### src/verilog/flash_ctl_pkg.sv
// Constants, command codes and sequence tables for the flash controller
package flash_ctl_pkg;
  // Clock and bus timing
  localparam int CLK_PERIOD_NS = 40;
  localparam int WE_PULSE_NS = 70;
  localparam int READ_ACC_NS = 85;
  localparam int ERASE_SUSP_US = 15;
  localparam int PROG_SUSP_US = 10;
  // Least times round up to whole cycles
  localparam int WE_PULSE_CYC = (WE_PULSE_NS + CLK_PERIOD_NS - 1) / CLK_PERIOD_NS;
  localparam int READ_ACC_CYC = (READ_ACC_NS + CLK_PERIOD_NS - 1) / CLK_PERIOD_NS;
  localparam int ERASE_SUSP_CYC =
    (ERASE_SUSP_US * 1000 + CLK_PERIOD_NS - 1) / CLK_PERIOD_NS;
  localparam int PROG_SUSP_CYC =
    (PROG_SUSP_US * 1000 + CLK_PERIOD_NS - 1) / CLK_PERIOD_NS;

  // Software register offsets
  localparam logic [7:0] REG_CMD = 8'h00;
  localparam logic [7:0] REG_ADDR = 8'h04;
  localparam logic [7:0] REG_WDATA = 8'h08;
  localparam logic [7:0] REG_CFG = 8'h0c;
  localparam logic [7:0] REG_STATUS = 8'h10;
  localparam logic [7:0] REG_RDATA = 8'h14;

  // Status register fields
  localparam int ST_BUSY = 0;
  localparam int ST_OK = 1;
  localparam int ST_FAIL = 2;
  localparam int ST_VPP = 3;
  localparam int ST_SUSP = 4;
  localparam int ST_SUSP_ERASE = 5;
  localparam int ST_ID_MODE = 6;
  localparam int ST_CFI_MODE = 7;
  localparam int ST_REFUSED = 8;

  // Device status bit positions on the data bus
  localparam int POLL_STATUS_BIT = 7;
  localparam int TOGGLE_STATUS_BIT = 6;
  localparam int OP_FAILURE_BIT = 5;
  localparam int PROG_VOLTAGE_STATUS_BIT = 3;
  localparam int LOCK_DATA_BIT = 1;

  // Software command codes
  typedef enum logic [3:0] {
    CMD_READ = 4'h0, CMD_PROG = 4'h1, CMD_SECT_ERASE = 4'h2,
    CMD_CHIP_ERASE = 4'h3, CMD_SUSPEND = 4'h4, CMD_RESUME = 4'h5,
    CMD_ID_ENTRY = 4'h6, CMD_ID_EXIT = 4'h7, CMD_CFI_ENTRY = 4'h8,
    CMD_LOCK_PREG = 4'h9
  } cmd_t;

  // Flash bus cycle codes
  localparam logic [21:0] A_555 = 22'h000555;
  localparam logic [21:0] A_AAA = 22'h000aaa;
  localparam logic [21:0] A_CFI = 22'h000055;
  localparam logic [15:0] D_AA = 16'h00aa;
  localparam logic [15:0] D_55 = 16'h0055;
  localparam logic [15:0] D_80 = 16'h0080;
  localparam logic [15:0] D_PROG = 16'h00a0;
  localparam logic [15:0] D_CHIP = 16'h0010;
  localparam logic [15:0] D_SECT = 16'h0030;
  localparam logic [15:0] D_CFI = 16'h0098;
  localparam logic [15:0] D_SUSPEND = 16'h00b0;
  localparam logic [15:0] D_RESUME = 16'h00d0;
  localparam logic [15:0] D_ID_ENTRY = 16'h0090;
  localparam logic [15:0] D_ID_EXIT = 16'h00f0;
  localparam logic [15:0] D_LOCK_PREG = 16'h00c0;

  // Number of bus write cycles for a command
  function automatic logic [2:0] seq_len(input cmd_t c);
    case (c)
      CMD_PROG, CMD_LOCK_PREG: seq_len = 3'h4;
      CMD_SECT_ERASE, CMD_CHIP_ERASE: seq_len = 3'h6;
      CMD_ID_ENTRY: seq_len = 3'h3;
      default: seq_len = 3'h1;
    endcase
  endfunction : seq_len

  // Address and data of write cycle idx, packed {addr, data}
  function automatic logic [37:0] seq_word(input cmd_t c,
      input logic [2:0] idx, input logic [21:0] a, input logic [15:0] d);
    logic [15:0] third;
    logic [37:0] last;
    third = D_80;
    last = {A_555, D_ID_EXIT};
    case (c)
      CMD_PROG: begin
        third = D_PROG;
        last = {a, d};
      end
      CMD_LOCK_PREG: begin
        third = D_LOCK_PREG;
        last = {a, d & ~(16'h0001 << LOCK_DATA_BIT)};
      end
      CMD_SECT_ERASE: last = {a, D_SECT};
      CMD_CHIP_ERASE: last = {A_555, D_CHIP};
      // Third cycle is the last one, so it must carry the entry code
      CMD_ID_ENTRY: last = {A_555, D_ID_ENTRY};
      CMD_SUSPEND: last = {A_555, D_SUSPEND};
      CMD_RESUME: last = {a, D_RESUME};
      CMD_CFI_ENTRY: last = {A_CFI, D_CFI};
      default: last = {A_555, D_ID_EXIT};
    endcase
    if (idx == seq_len(c) - 3'h1) begin
      seq_word = last;
    end else begin
      case (idx)
        3'h0, 3'h3: seq_word = {A_555, D_AA};
        3'h1, 3'h4: seq_word = {A_AAA, D_55};
        default: seq_word = {A_555, third};
      endcase
    end
  endfunction : seq_word
endpackage : flash_ctl_pkg

### src/verilog/flash_bus_cycle.sv
// One asynchronous flash bus cycle, write or read, with strobe timing
`timescale 1ns/1ns
module flash_bus_cycle
  import flash_ctl_pkg::*;
(
  input wire logic i_clk,
  input wire logic i_rst_b,
  input wire logic i_start,
  input wire logic i_write,
  input wire logic [21:0] i_addr,
  input wire logic [15:0] i_wdata,
  input wire logic [15:0] i_dq,
  output logic o_done,
  output logic [15:0] o_rdata,
  output logic [21:0] o_addr,
  output logic [15:0] o_dq,
  output logic o_dq_oe,
  output logic o_ce_b,
  output logic o_oe_b,
  output logic o_we_b
);
  typedef enum logic [3:0] {
    B_IDLE = 4'b0001, B_SETUP = 4'b0010, B_STROBE = 4'b0100,
    B_HOLD = 4'b1000
  } bstate_t;

  bstate_t state, next_state;
  logic [3:0] cnt, next_cnt;
  logic write_q, next_write_q;
  logic next_done, next_dq_oe, next_ce_b, next_oe_b, next_we_b;
  logic [15:0] next_rdata, next_dq;
  logic [21:0] next_addr;

  // Strobe sequencing; write and output enables never overlap
  always_comb begin
    next_state = state;
    next_cnt = cnt;
    next_write_q = write_q;
    next_done = 1'b0;
    next_rdata = o_rdata;
    next_addr = o_addr;
    next_dq = o_dq;
    next_dq_oe = o_dq_oe;
    next_ce_b = o_ce_b;
    next_oe_b = o_oe_b;
    next_we_b = o_we_b;
    case (state)
      B_IDLE: begin
        if (i_start) begin
          next_addr = i_addr;
          next_dq = i_wdata;
          next_dq_oe = i_write;
          next_write_q = i_write;
          next_ce_b = 1'b0;
          next_state = B_SETUP;
        end
      end
      B_SETUP: begin
        // Write enable only with output enable high
        if (write_q) begin
          next_we_b = 1'b0;
          next_cnt = 4'(WE_PULSE_CYC - 1);
        end else begin
          next_oe_b = 1'b0;
          next_cnt = 4'(READ_ACC_CYC - 1);
        end
        next_state = B_STROBE;
      end
      B_STROBE: begin
        if (cnt == 4'h0) begin
          next_we_b = 1'b1;
          next_oe_b = 1'b1;
          if (!write_q) begin
            next_rdata = i_dq;
          end
          next_state = B_HOLD;
        end else begin
          next_cnt = cnt - 4'h1;
        end
      end
      B_HOLD: begin
        // Data held one cycle past the rising write edge
        next_ce_b = 1'b1;
        next_dq_oe = 1'b0;
        next_done = 1'b1;
        next_state = B_IDLE;
      end
      default: next_state = B_IDLE;
    endcase
  end

  always_ff @(posedge i_clk or negedge i_rst_b) begin
    if (!i_rst_b) begin
      state <= B_IDLE;
      cnt <= 4'h0;
      write_q <= 1'b0;
      o_done <= 1'b0;
      o_rdata <= 16'h0000;
      o_addr <= 22'h000000;
      o_dq <= 16'h0000;
      o_dq_oe <= 1'b0;
      o_ce_b <= 1'b1;
      o_oe_b <= 1'b1;
      o_we_b <= 1'b1;
    end else begin
      state <= next_state;
      cnt <= next_cnt;
      write_q <= next_write_q;
      o_done <= next_done;
      o_rdata <= next_rdata;
      o_addr <= next_addr;
      o_dq <= next_dq;
      o_dq_oe <= next_dq_oe;
      o_ce_b <= next_ce_b;
      o_oe_b <= next_oe_b;
      o_we_b <= next_we_b;
    end
  end
endmodule : flash_bus_cycle

### src/verilog/flash_status_eval.sv
// Decodes two successive status reads into completion and error flags
`timescale 1ns/1ns
module flash_status_eval
  import flash_ctl_pkg::*;
(
  input wire logic [15:0] i_prev,
  input wire logic [15:0] i_cur,
  input wire logic i_cfg01,
  output logic o_finished,
  output logic o_fail,
  output logic o_vpp
);
  // Polling bit in mode 01, otherwise a stopped toggle bit
  assign o_finished = i_cfg01 ? i_cur[POLL_STATUS_BIT] :
    (i_prev[TOGGLE_STATUS_BIT] == i_cur[TOGGLE_STATUS_BIT]);
  assign o_fail = i_cur[OP_FAILURE_BIT];
  assign o_vpp = i_cur[PROG_VOLTAGE_STATUS_BIT];
endmodule : flash_status_eval

### src/verilog/flash_host_ctl.sv
// Host controller that issues flash commands and polls their status
`timescale 1ns/1ns
// Summary of operation
// - After failure, host writes id exit
// - Low program voltage: status, then id exit
// - No second erase while erase suspended
// - Resume is one cycle with plane address
// - Lock user half with data bit cleared
// - Id entry before reading, exit after
// - Reread poll bit after failure bit
module flash_host_ctl
  import flash_ctl_pkg::*;
(
  input wire logic i_clk,
  input wire logic i_rst_b,
  input wire logic [7:0] i_addr,
  input wire logic [31:0] i_wdata,
  input wire logic i_wr,
  input wire logic i_rd,
  output logic [31:0] o_rdata,
  input wire logic [15:0] i_flash_dq,
  output logic [21:0] o_flash_addr,
  output logic [15:0] o_flash_dq,
  output logic o_flash_dq_oe,
  output logic o_flash_ce_b,
  output logic o_flash_oe_b,
  output logic o_flash_we_b
);
  typedef enum logic [5:0] {
    S_IDLE = 6'b000001, S_WRITE = 6'b000010, S_READ = 6'b000100,
    S_POLL = 6'b001000, S_SWAIT = 6'b010000, S_EXIT = 6'b100000
  } state_t;

  state_t state, next_state;
  cmd_t cmd_q, next_cmd_q;
  logic [2:0] idx, next_idx;
  logic issued, next_issued;
  logic [21:0] op_addr, next_op_addr, susp_addr, next_susp_addr;
  logic [21:0] poll_addr, next_poll_addr;
  logic [15:0] wdata, next_wdata, last_rd, next_last_rd;
  logic [15:0] prev_rd, next_prev_rd;
  logic cfg01, next_cfg01;
  logic op_erase, next_op_erase, susp_erase, next_susp_erase;
  logic busy, next_busy, ok, next_ok, fail, next_fail;
  logic vpp, next_vpp, suspended, next_suspended;
  logic id_mode, next_id_mode, cfi_mode, next_cfi_mode;
  logic cfi_from_id, next_cfi_from_id, refused, next_refused;
  logic susp_pend, next_susp_pend, have_prev, next_have_prev;
  logic rechecked, next_rechecked;
  logic [8:0] wait_cnt, next_wait_cnt;
  logic [31:0] next_rdata;

  logic bus_start, bus_write, bus_done;
  logic [21:0] bus_addr;
  logic [15:0] bus_wdata, bus_rdata;
  logic [37:0] word;
  logic st_finished, st_fail, st_vpp;
  logic cmd_wr, legal;
  cmd_t new_cmd;

  flash_bus_cycle u_bus (
    .i_clk(i_clk),
    .i_rst_b(i_rst_b),
    .i_start(bus_start),
    .i_write(bus_write),
    .i_addr(bus_addr),
    .i_wdata(bus_wdata),
    .i_dq(i_flash_dq),
    .o_done(bus_done),
    .o_rdata(bus_rdata),
    .o_addr(o_flash_addr),
    .o_dq(o_flash_dq),
    .o_dq_oe(o_flash_dq_oe),
    .o_ce_b(o_flash_ce_b),
    .o_oe_b(o_flash_oe_b),
    .o_we_b(o_flash_we_b)
  );

  flash_status_eval u_eval (
    .i_prev(prev_rd),
    .i_cur(bus_rdata),
    .i_cfg01(cfg01),
    .o_finished(st_finished),
    .o_fail(st_fail),
    .o_vpp(st_vpp)
  );

  // Command acceptance: which orders the device may take now
  assign cmd_wr = i_wr && (i_addr == REG_CMD);
  assign new_cmd = cmd_t'(i_wdata[3:0]);
  always_comb begin
    legal = 1'b1;
    case (new_cmd)
      CMD_READ, CMD_ID_EXIT: legal = 1'b1;
      CMD_CFI_ENTRY: legal = !cfi_mode && !suspended;
      CMD_SECT_ERASE, CMD_CHIP_ERASE:
        legal = !suspended && !id_mode && !cfi_mode;
      CMD_PROG, CMD_LOCK_PREG:
        legal = (!suspended || susp_erase) && !id_mode && !cfi_mode;
      CMD_RESUME: legal = suspended && !id_mode && !cfi_mode;
      CMD_ID_ENTRY: legal = !id_mode && !cfi_mode && !suspended;
      default: legal = 1'b0;
    endcase
    // Suspend is only meaningful with an operation running
    if (new_cmd == CMD_SUSPEND) begin
      legal = 1'b0;
    end
  end

  assign word = seq_word(cmd_q, idx, op_addr, wdata);

  // Bus request drive: one cycle per step, reads during polling
  always_comb begin
    bus_start = 1'b0;
    bus_write = 1'b1;
    bus_addr = word[37:16];
    bus_wdata = word[15:0];
    if (!issued) begin
      case (state)
        S_WRITE, S_EXIT: bus_start = 1'b1;
        S_READ: begin
          bus_start = 1'b1;
          bus_write = 1'b0;
          bus_addr = op_addr;
        end
        S_POLL: begin
          bus_start = 1'b1;
          bus_write = 1'b0;
          bus_addr = poll_addr;
        end
        default: bus_start = 1'b0;
      endcase
    end
  end

  // Sequencer and register file next values
  always_comb begin
    next_state = state;
    next_cmd_q = cmd_q;
    next_idx = idx;
    next_issued = issued;
    next_op_addr = op_addr;
    next_susp_addr = susp_addr;
    next_poll_addr = poll_addr;
    next_wdata = wdata;
    next_last_rd = last_rd;
    next_prev_rd = prev_rd;
    next_cfg01 = cfg01;
    next_op_erase = op_erase;
    next_susp_erase = susp_erase;
    next_busy = busy;
    next_ok = ok;
    next_fail = fail;
    next_vpp = vpp;
    next_suspended = suspended;
    next_id_mode = id_mode;
    next_cfi_mode = cfi_mode;
    next_cfi_from_id = cfi_from_id;
    next_refused = refused;
    next_susp_pend = susp_pend;
    next_have_prev = have_prev;
    next_rechecked = rechecked;
    next_wait_cnt = wait_cnt;
    if (bus_start) begin
      next_issued = 1'b1;
    end
    if (i_wr && i_addr == REG_ADDR) begin
      next_op_addr = i_wdata[21:0];
    end
    if (i_wr && i_addr == REG_WDATA) begin
      next_wdata = i_wdata[15:0];
    end
    if (i_wr && i_addr == REG_CFG) begin
      next_cfg01 = i_wdata[0];
    end
    case (state)
      S_IDLE: begin
        if (cmd_wr) begin
          next_refused = !legal;
          if (legal) begin
            next_cmd_q = new_cmd;
            next_idx = 3'h0;
            next_busy = 1'b1;
            next_ok = 1'b0;
            next_fail = 1'b0;
            next_vpp = 1'b0;
            next_state = (new_cmd == CMD_READ) ? S_READ : S_WRITE;
          end
        end
      end
      S_READ: begin
        if (bus_done) begin
          next_issued = 1'b0;
          next_last_rd = bus_rdata;
          next_ok = 1'b1;
          next_busy = 1'b0;
          next_state = S_IDLE;
        end
      end
      S_WRITE: begin
        if (bus_done) begin
          next_issued = 1'b0;
          next_idx = idx + 3'h1;
          if (idx == seq_len(cmd_q) - 3'h1) begin
            next_state = S_IDLE;
            next_busy = 1'b0;
            next_ok = 1'b1;
            next_have_prev = 1'b0;
            next_rechecked = 1'b0;
            case (cmd_q)
              CMD_PROG, CMD_LOCK_PREG, CMD_SECT_ERASE, CMD_CHIP_ERASE: begin
                next_busy = 1'b1;
                next_ok = 1'b0;
                next_poll_addr = op_addr;
                next_op_erase = (cmd_q == CMD_SECT_ERASE) ||
                  (cmd_q == CMD_CHIP_ERASE);
                next_state = S_POLL;
              end
              CMD_SUSPEND: begin
                // Wait the suspend latency of the running operation, erase or program
                next_busy = 1'b1;
                next_ok = 1'b0;
                next_wait_cnt = op_erase ? 9'(ERASE_SUSP_CYC - 1) :
                  9'(PROG_SUSP_CYC - 1);
                next_state = S_SWAIT;
              end
              CMD_RESUME: begin
                // Plane address came from the address register
                next_busy = 1'b1;
                next_ok = 1'b0;
                next_suspended = 1'b0;
                next_poll_addr = susp_addr;
                next_op_erase = susp_erase;
                next_state = S_POLL;
              end
              CMD_ID_ENTRY: next_id_mode = 1'b1;
              CMD_CFI_ENTRY: begin
                next_cfi_mode = 1'b1;
                next_cfi_from_id = id_mode;
              end
              default: begin
                // Exit steps query mode back one level
                if (cfi_mode) begin
                  next_cfi_mode = 1'b0;
                  next_id_mode = cfi_from_id;
                end else begin
                  next_id_mode = 1'b0;
                end
              end
            endcase
          end
        end
      end
      S_POLL: begin
        // Only suspend is taken while the operation runs
        if (cmd_wr) begin
          next_refused = (new_cmd != CMD_SUSPEND) || suspended;
          if (new_cmd == CMD_SUSPEND && !suspended) begin
            next_susp_pend = 1'b1;
          end
        end
        if (bus_done) begin
          next_issued = 1'b0;
          next_prev_rd = bus_rdata;
          next_last_rd = bus_rdata;
          next_have_prev = 1'b1;
          if (susp_pend) begin
            next_susp_pend = 1'b0;
            next_susp_addr = poll_addr;
            next_susp_erase = op_erase;
            next_suspended = 1'b1;
            next_cmd_q = CMD_SUSPEND;
            next_idx = 3'h0;
            next_state = S_WRITE;
          end else if (have_prev || cfg01) begin
            if (st_finished && !st_fail && !st_vpp) begin
              // Mode 00 is back in array read; 01 needs exit
              next_ok = 1'b1;
              next_state = cfg01 ? S_EXIT : S_IDLE;
              next_busy = cfg01;
            end else if ((st_fail || st_vpp) && (rechecked || st_finished)) begin
              // Device holds status mode until exit
              next_fail = st_fail;
              next_vpp = st_vpp;
              next_state = S_EXIT;
            end else if (st_fail || st_vpp) begin
              next_rechecked = 1'b1;
            end
          end
        end
      end
      S_EXIT: begin
        if (bus_done) begin
          next_issued = 1'b0;
          next_busy = 1'b0;
          next_state = S_IDLE;
        end
      end
      S_SWAIT: begin
        if (wait_cnt == 9'h000) begin
          next_busy = 1'b0;
          next_ok = 1'b1;
          next_state = S_IDLE;
        end else begin
          next_wait_cnt = wait_cnt - 9'h001;
        end
      end
      default: next_state = S_IDLE;
    endcase
    // Exit cycle reuses the write path with a fixed code
    if (next_state == S_EXIT && state != S_EXIT) begin
      next_cmd_q = CMD_ID_EXIT;
      next_idx = 3'h0;
    end
  end

  // Register read port; data stands only in the cycle after the strobe
  always_comb begin
    next_rdata = 32'h00000000;
    if (i_rd) begin
      case (i_addr)
        REG_CMD: next_rdata = {28'h0000000, cmd_q};
        REG_ADDR: next_rdata = {10'h000, op_addr};
        REG_WDATA: next_rdata = {16'h0000, wdata};
        REG_CFG: next_rdata = {31'h00000000, cfg01};
        REG_STATUS: next_rdata = {23'h000000, refused, cfi_mode, id_mode,
          susp_erase, suspended, vpp, fail, ok, busy};
        REG_RDATA: next_rdata = {16'h0000, last_rd};
        default: next_rdata = 32'h00000000;
      endcase
    end
  end

  always_ff @(posedge i_clk or negedge i_rst_b) begin
    if (!i_rst_b) begin
      state <= S_IDLE;
      cmd_q <= CMD_READ;
      idx <= 3'h0;
      issued <= 1'b0;
      op_addr <= 22'h000000;
      susp_addr <= 22'h000000;
      poll_addr <= 22'h000000;
      wdata <= 16'h0000;
      last_rd <= 16'h0000;
      prev_rd <= 16'h0000;
      cfg01 <= 1'b0;
      op_erase <= 1'b0;
      susp_erase <= 1'b0;
      busy <= 1'b0;
      ok <= 1'b0;
      fail <= 1'b0;
      vpp <= 1'b0;
      suspended <= 1'b0;
      id_mode <= 1'b0;
      cfi_mode <= 1'b0;
      cfi_from_id <= 1'b0;
      refused <= 1'b0;
      susp_pend <= 1'b0;
      have_prev <= 1'b0;
      rechecked <= 1'b0;
      wait_cnt <= 9'h000;
      o_rdata <= 32'h00000000;
    end else begin
      state <= next_state;
      cmd_q <= next_cmd_q;
      idx <= next_idx;
      issued <= next_issued;
      op_addr <= next_op_addr;
      susp_addr <= next_susp_addr;
      poll_addr <= next_poll_addr;
      wdata <= next_wdata;
      last_rd <= next_last_rd;
      prev_rd <= next_prev_rd;
      cfg01 <= next_cfg01;
      op_erase <= next_op_erase;
      susp_erase <= next_susp_erase;
      busy <= next_busy;
      ok <= next_ok;
      fail <= next_fail;
      vpp <= next_vpp;
      suspended <= next_suspended;
      id_mode <= next_id_mode;
      cfi_mode <= next_cfi_mode;
      cfi_from_id <= next_cfi_from_id;
      refused <= next_refused;
      susp_pend <= next_susp_pend;
      have_prev <= next_have_prev;
      rechecked <= next_rechecked;
      wait_cnt <= next_wait_cnt;
      o_rdata <= next_rdata;
    end
  end
endmodule : flash_host_ctl

### config.mk
export PLATFORM = sky130hd
export DESIGN_NAME = flash_host_ctl
export DESIGN_NICKNAME = d
export VERILOG_FILES = /design/src/verilog/flash_ctl_pkg.sv /design/src/verilog/flash_bus_cycle.sv /design/src/verilog/flash_status_eval.sv /design/src/verilog/flash_host_ctl.sv
export SDC_FILE = /design/constraint.sdc
export NUM_CORES = 1
export LEC_CHECK = 0
export ABC_AREA = 1
export BUFFER_PORTS_ARGS = -buffer_cell sky130_fd_sc_hd__buf_2
export CORE_AREA = 2 2 197 180
export DETAILED_ROUTE_END_ITERATION = 8
export DIE_AREA = 0 0 199 182
export SLEW_MARGIN = 20
export SYNTH_ARGS = -nofsm -noshare
export SYNTH_HDL_FRONTEND = slang
export SYNTH_HIERARCHICAL = 1
export SYNTH_SLANG_ARGS = --single-unit
### constraint.sdc
create_clock -name i_clk -period 2.1 [get_ports i_clk]
set_input_delay 0.105 -clock i_clk [delete_from_list [all_inputs] [get_ports i_clk]]
set_output_delay 0.105 -clock i_clk [all_outputs]
set_load 0.05 [all_outputs]
==> results of run 1 <==
worst min-delay path by stage:
stage	startpoint	end	slack, ns	cells past startpoint
2_1_floorplan	i_rst_b	async pin	-0.19	0
3_3_place_gp	i_rst_b	o_rdata[16]	0.11	1
3_5_place_dp	i_rst_b	o_rdata[16]	0.12	1
4_1_cts	i_addr[2]	cfg01	0.03	5
5_1_grt	i_addr[2]	cfg01	0.09	5
6_report	i_addr[2]	cfg01	0.04	5
state kept, by name, indices dropped and copies added (netlist names), 3 cells and up, named ones only:
name and cells:
susp_addr 22, u_bus/state 4, poll_addr 22, state 6, idx 3, last_rd 16
u_bus/o_rdata 16, op_addr 22, u_bus/cnt 4, wait_cnt 9, u_bus/o_dq 16, o_rdata 22
cmd_q 4, u_bus/o_addr 22, wdata 16
final cells by class:
type                       instances  area [um^2]  area share
clock buffer                      33          694      0.0463
clock inverter                    10         66.3     0.00442
tap                              469          587      0.0391
sequential                       227         5690       0.379
multi-input combinational        992         5340       0.356
timing repair buffer             259         2010       0.134
inverter                         156          608      0.0406
layer usage:
| metal | GRT usage | wire [um] |
|---|---|---|
| met5 | 0 | 0 |
| met4 | 0.0287 | 497 |
| met3 | 0.0267 | 2240 |
| met2 | 0.294 | 15500 |
| met1 | 0.277 | 16300 |
through the flow:
stage | power [uW] | std cells | cell area (um^2) | hold slack, ns
after CTS | 12000 | 2135 | 14300 | 0.0257
after global routing | 13300 | 2146 | 15000 | 0.0900
after global placement | 7520 | 2044 | 13000 | 0.113
after floorplan | 6290 | 1431 | 11400 | -0.191
after detailed placement | 7550 | 2044 | 13000 | 0.119
final | 12700 | 2146 | 15000 | 0.0421
where the power goes:
group	switching, uW	internal, uW
sequential	103	4470
combinational	2350	1670
clock	1830	2320
total	4280	8460
cells in the final DEF, fill, tap and decap left out, drive strengths merged:
master / instances
a21boi: 1
dlygate4sd3: 42
nor3b: 1
nor3: 6
a211oi: 2
conb: 10
clkinv: 10
inv: 152
o2111ai: 2
clkbuf: 36
dfrtp: 222
nand4: 13
or2: 1
a31oi: 1
o211ai: 6
o21a: 2
ha: 8
xor2: 2
a22o: 1
o221ai: 1
nor2: 103
dfstp: 5
o22ai: 5
nor4: 3
o41ai: 1
xnor2: 5
nand3: 85
mux2i: 10
mux2: 9
buf: 214
o31ai: 10
o21ai: 153
clkinvlp: 4
a41oi: 3
a21oi: 29
nand2: 518
and3: 1
worst reg2reg max path: cells and delay by family, from the launching register on:
family / cells / cell delay [ns]
XOR/XNOR: 1 / 0.21
adder cells (fa/ha/maj): 1 / 0.28
buffers and inverters: 2 / 0.28
AO/OA/AOI/OAI: 1 / 0.05
AND/OR/NAND/NOR: 10 / 0.99
flip-flops: 1 / 0.42
what timing repair did:
item,in CTS,in global routing
endpoints found under the hold margin,125,0
hold buffers,42,0
setup endpoints to repair,80,91
resized for setup,19,138
cloned,1,5
pin swaps,1,52
buffers inserted,5,9
==> flow_summary.toml, run 1 <==
[status]
status = "finished with violations"
violations = "negative setup slack"

[final_layout]
post-route-util = 0.436
drive_gt1_frac = 0.260
finalNetCount = 1728
antennaDiodeCount = 0
area_delta_synth_final_pct = 32.3
fill_cells = 3434

[power]
p_leak_uw = 0.00780
peakVddDrop_v = 0.000579
power.density_nw_per_um2 = 850

[floorplanning]
coreArea_um2 = 34400
start_util = 0.329
dieWidth_um = 199
dieArea_um2 = 36200
die_h_um = 182
pin_count = 134
rows = 65

[setup_path]
r2r-end = "u_bus/o_addr[20]"
cp.depth = 15
critical-path-top-delay-family = "simple AND/OR/NAND/NOR gates"
ff2ff_setup_slack_ns = -0.20
cp.required_ns = 2.58
cp.arrival_ns = 2.77
crit_fanout = 5
worst_r2r_path_depth = 15
max_stage_delay_ns = 0.42
crit_start = "cmd_q[3]"
cp-endpoint = "u_bus/o_addr[20]"
crit-reg2reg-launch = "cmd_q[3]"
crit_type = "reg2reg"
path_buf_inv = 2
start_kind = "register"
crit_path_end_kind = "register"
crit_chain = "nor2_2 > nand2_2 > inv_2 > nor2_4 > ha_4 > xor2_4 > nand3_4 > nor2_4 > nand2_2 > nand2_4 > clkbuf_16 > nand2_4 > o31ai_4 > nand2_1 > nand2_1"
cp_slowest_cell = "dfrtp_1"

[sta]
fin_skew_ns = 0.0112
relSlewSlack = 0.619
min_period_over_period = 1.09
slew_violations = 0
hold_viol = 0
final.setup.tns_ns = -9.47
finalCriticalPeriod_ns = 2.30
tightest_slew_ns = 0.572
fmax_mhz = 435
final.setup.worst_slack_ns = -0.197
finalSetupViolations = 78
grt_setup_unrepaired = "yes"

[clock_network]
numCtsBuffers = 24
tritoncts = "yes"
clock_sinks = 227
root_buffer = "clkbuf_16"
clk_pin_slew_worst_paths_ns = 0.07
clockBufferDepth = 3
h-tree-depth = 1
clk_latency_ns = 0.53

[hold_path]
hold_class = "in2reg"

[grt]
antenna_found_initial = 1
grt_pass1_wl_mm = 53.7
overflow = 0
grt.total_usage = 0.187
grt_pass1_vias = 9891
grt_max_degree = 68

[route]
antenna_left = 0
wl_per_cell_um = 16.1
drt_iter0_markers = 785
drc = 0
dr.pass1.iters = 6
vias = 10300
wl_mm = 34.6
via_per_inst = 4.81

[placement]
routabilityCongestion = 0.898
portBuffers = 113
post-place-ws_ns = -0.172
dp_hpwl_mm = 24.7

[synth]
syn_inst = 1422
ys_warn_count = 6
avgSynthCellArea_um2 = 7.97
syn-cell-area_um2 = 11300

[flow_run]
maxCapViolCount = 0
Note: power is estimated with default switching activity, not from simulation.
==> run 2, diff against run 1 <==
Clock period 2.1 ns to 2.2 ns, I/O delays scaled along.
==> run 2 against run 1 <==
Effect of this change:
- the run still ends with negative setup slack left
- routed wire length is 0.82% lower
- clock power is 4.8% higher
- hold slack better by 0.013 ns
- utilization shrank 1.2 points
- power decreased by 4.4%
- critical path depth increased by 1
- sequential share of layout area increased by 1.1 points
- flip-flop and latch count did not move
- worst setup slack improved by 0.11 ns
- non-clock buffer count shrank 16
- largest cell class unchanged
- clock-buffer cell count is 10 higher
==> flow_summary.toml, run 2 (synthesis results as in run 1) <==
[status]
status = "finished with violations"
violations = "negative setup slack"

[sta]
slew_violations = 0
final.setup.tns_ns = -2.21
finalCriticalPeriod_ns = 2.29
fin_skew_ns = 0.0126
hold_slack_ns = 0.0547
finalSetupViolations = 46
fmax_mhz = 437
relSlewSlack = 0.450
hold_viol = 0
tightest_slew_ns = 0.824
grt_setup_unrepaired = "yes"
min_period_over_period = 1.04
final.setup.worst_slack_ns = -0.0869

[clock_network]
clockBufferDepth = 3
clk_latency_ns = 0.54
h-tree-depth = 1
tritoncts = "yes"
clock_sinks = 227
clk_pin_slew_worst_paths_ns = 0.06
root_buffer = "clkbuf_16"
numCtsBuffers = 26

[flow_run]
maxCapViolCount = 0

[final_layout]
drive_gt1_frac = 0.218
finalNetCount = 1713
area_delta_synth_final_pct = 28.6
final_cell_mix = "nand2_1, dfrtp_1, inv_1, buf_2, o21ai_0"
post-route-util = 0.424
antennaDiodeCount = 0
final_common_cell = "nand2_1"

[setup_path]
ff2ff_setup_slack_ns = -0.09
crit-reg2reg-launch = "cmd_q[3]"
cp.required_ns = 2.62
start_kind = "register"
crit_fanout = 22
crit_type = "reg2reg"
crit_path_end_kind = "register"
cp.arrival_ns = 2.71
r2r-end = "poll_addr[7]"
worst_r2r_path_depth = 16

[grt]
grt_max_degree = 62
grt.total_usage = 0.187
overflow = 0
grt_pass1_vias = 9842
grt_pass1_wl_mm = 53.5
antenna_found_initial = 1

[floorplanning]
rows = 65
pin_count = 134
dieWidth_um = 199
start_util = 0.329
die_h_um = 182
dieArea_um2 = 36200
coreArea_um2 = 34400

[route]
drc = 0
antenna_left = 0
via_per_inst = 4.76
wl_mm = 34.3
wl_per_cell_um = 16.1
drt_iter0_markers = 701
vias = 10200
dr.pass1.iters = 5

[hold_path]
hold_start = "i_addr[2]"
hold_path_end = "cfg01"
hold_path_depth = 5
hold_class = "in2reg"

[power]
p_leak_uw = 0.00769
total_power_uw = 12200
peakVddDrop_v = 0.000508
power.density_nw_per_um2 = 836

[placement]
dp_hpwl_mm = 24.1
portBuffers = 113
routabilityCongestion = 0.907
[run 2: cell count changes in the layout (fill, tap and decap cells not counted), moves of 5 or more]
| cell | before | now |
|---|---|---|
| o31ai_1 | 0 | 10 |
| nand2_2 | 29 | 14 |
| nand2_1 | 468 | 498 |
| clkbuf_1 | 3 | 8 |
| nor2_1 | 72 | 78 |
| buf_4 | 83 | 67 |
| nand2_4 | 16 | 4 |
| o31ai_4 | 6 | 0 |
| inv_1 | 137 | 143 |
[run 2: critical path, stage by stage (launching register included)]
cell,delay (ns)
dfrtp_1,0.43
nor2_2,0.15
nand2_2,0.10
inv_2,0.09
nor2_4,0.05
ha_4,0.16
nand2_1,0.05
nand2_1,0.07
inv_1,0.06
nand2_1,0.08
nand2_2,0.11
nand3_4,0.15
nor2_4,0.18
nand3_4,0.14
buf_12,0.20
nand2_1,0.08
o21ai_2,0.06
[run 2: through the flow]
| step | cells | setup slack [ns] | area (um^2) |
|---|---|---|---|
| 2_1_floorplan | 1431 | 0.00150 | 11400 |
| 3_5_place_dp | 2028 | -0.124 | 12900 |
| 3_3_place_gp | 2028 | -0.0995 | 12900 |
| 5_1_grt | 2134 | -0.179 | 14600 |
| 4_1_cts | 2128 | -0.0861 | 14300 |
| 6_report | 2134 | -0.0869 | 14600 |
[run 2: metal layers]
layer	global-route usage	share of wire
met5	0	0.00047
met4	0.0549	0.030
met3	0.0251	0.042
met2	0.298	0.45
met1	0.264	0.47
[run 2: power by group]
part / switching (uW) / total [uW] / internal (uW)
clock network: 1740 / 4340 / 2600
registers: 101 / 4370 / 4270
logic: 2010 / 3470 / 1470
[run 2: worst max-delay path by stage]
stage               startpoint               end  depth (start not counted)
finish                cmd_q[3]      poll_addr[7]                         16
global route          cmd_q[2]  u_bus/o_addr[14]                         20
detailed placement    cmd_q[2]                ok                         19
global placement      cmd_q[3]       wait_cnt[0]                         19
CTS                   cmd_q[2]     poll_addr[11]                         13
floorplan             cmd_q[2]     poll_addr[10]                         17
[run 2: repair_timing]
item / CTS / global route
setup endpoints to repair: 67 / 89
gates resized for setup: 28 / 49
pin swaps: 10 / 17
gates cloned: 3 / 1
setup buffers: 8 / 5
hold endpoints to repair: 281 / 0
hold buffers: 41 / 0
[run 2: area by class of cell]
class / count / area [um^2]
Inverter: 156 / 591
Fill cell: 3458 / 19800
Multi-Input combinational cell: 991 / 4990
Clock buffer: 43 / 805
Sequential cell: 227 / 5690
Tap cell: 469 / 587
Clock inverter: 5 / 61.3
Timing Repair Buffer: 243 / 1860
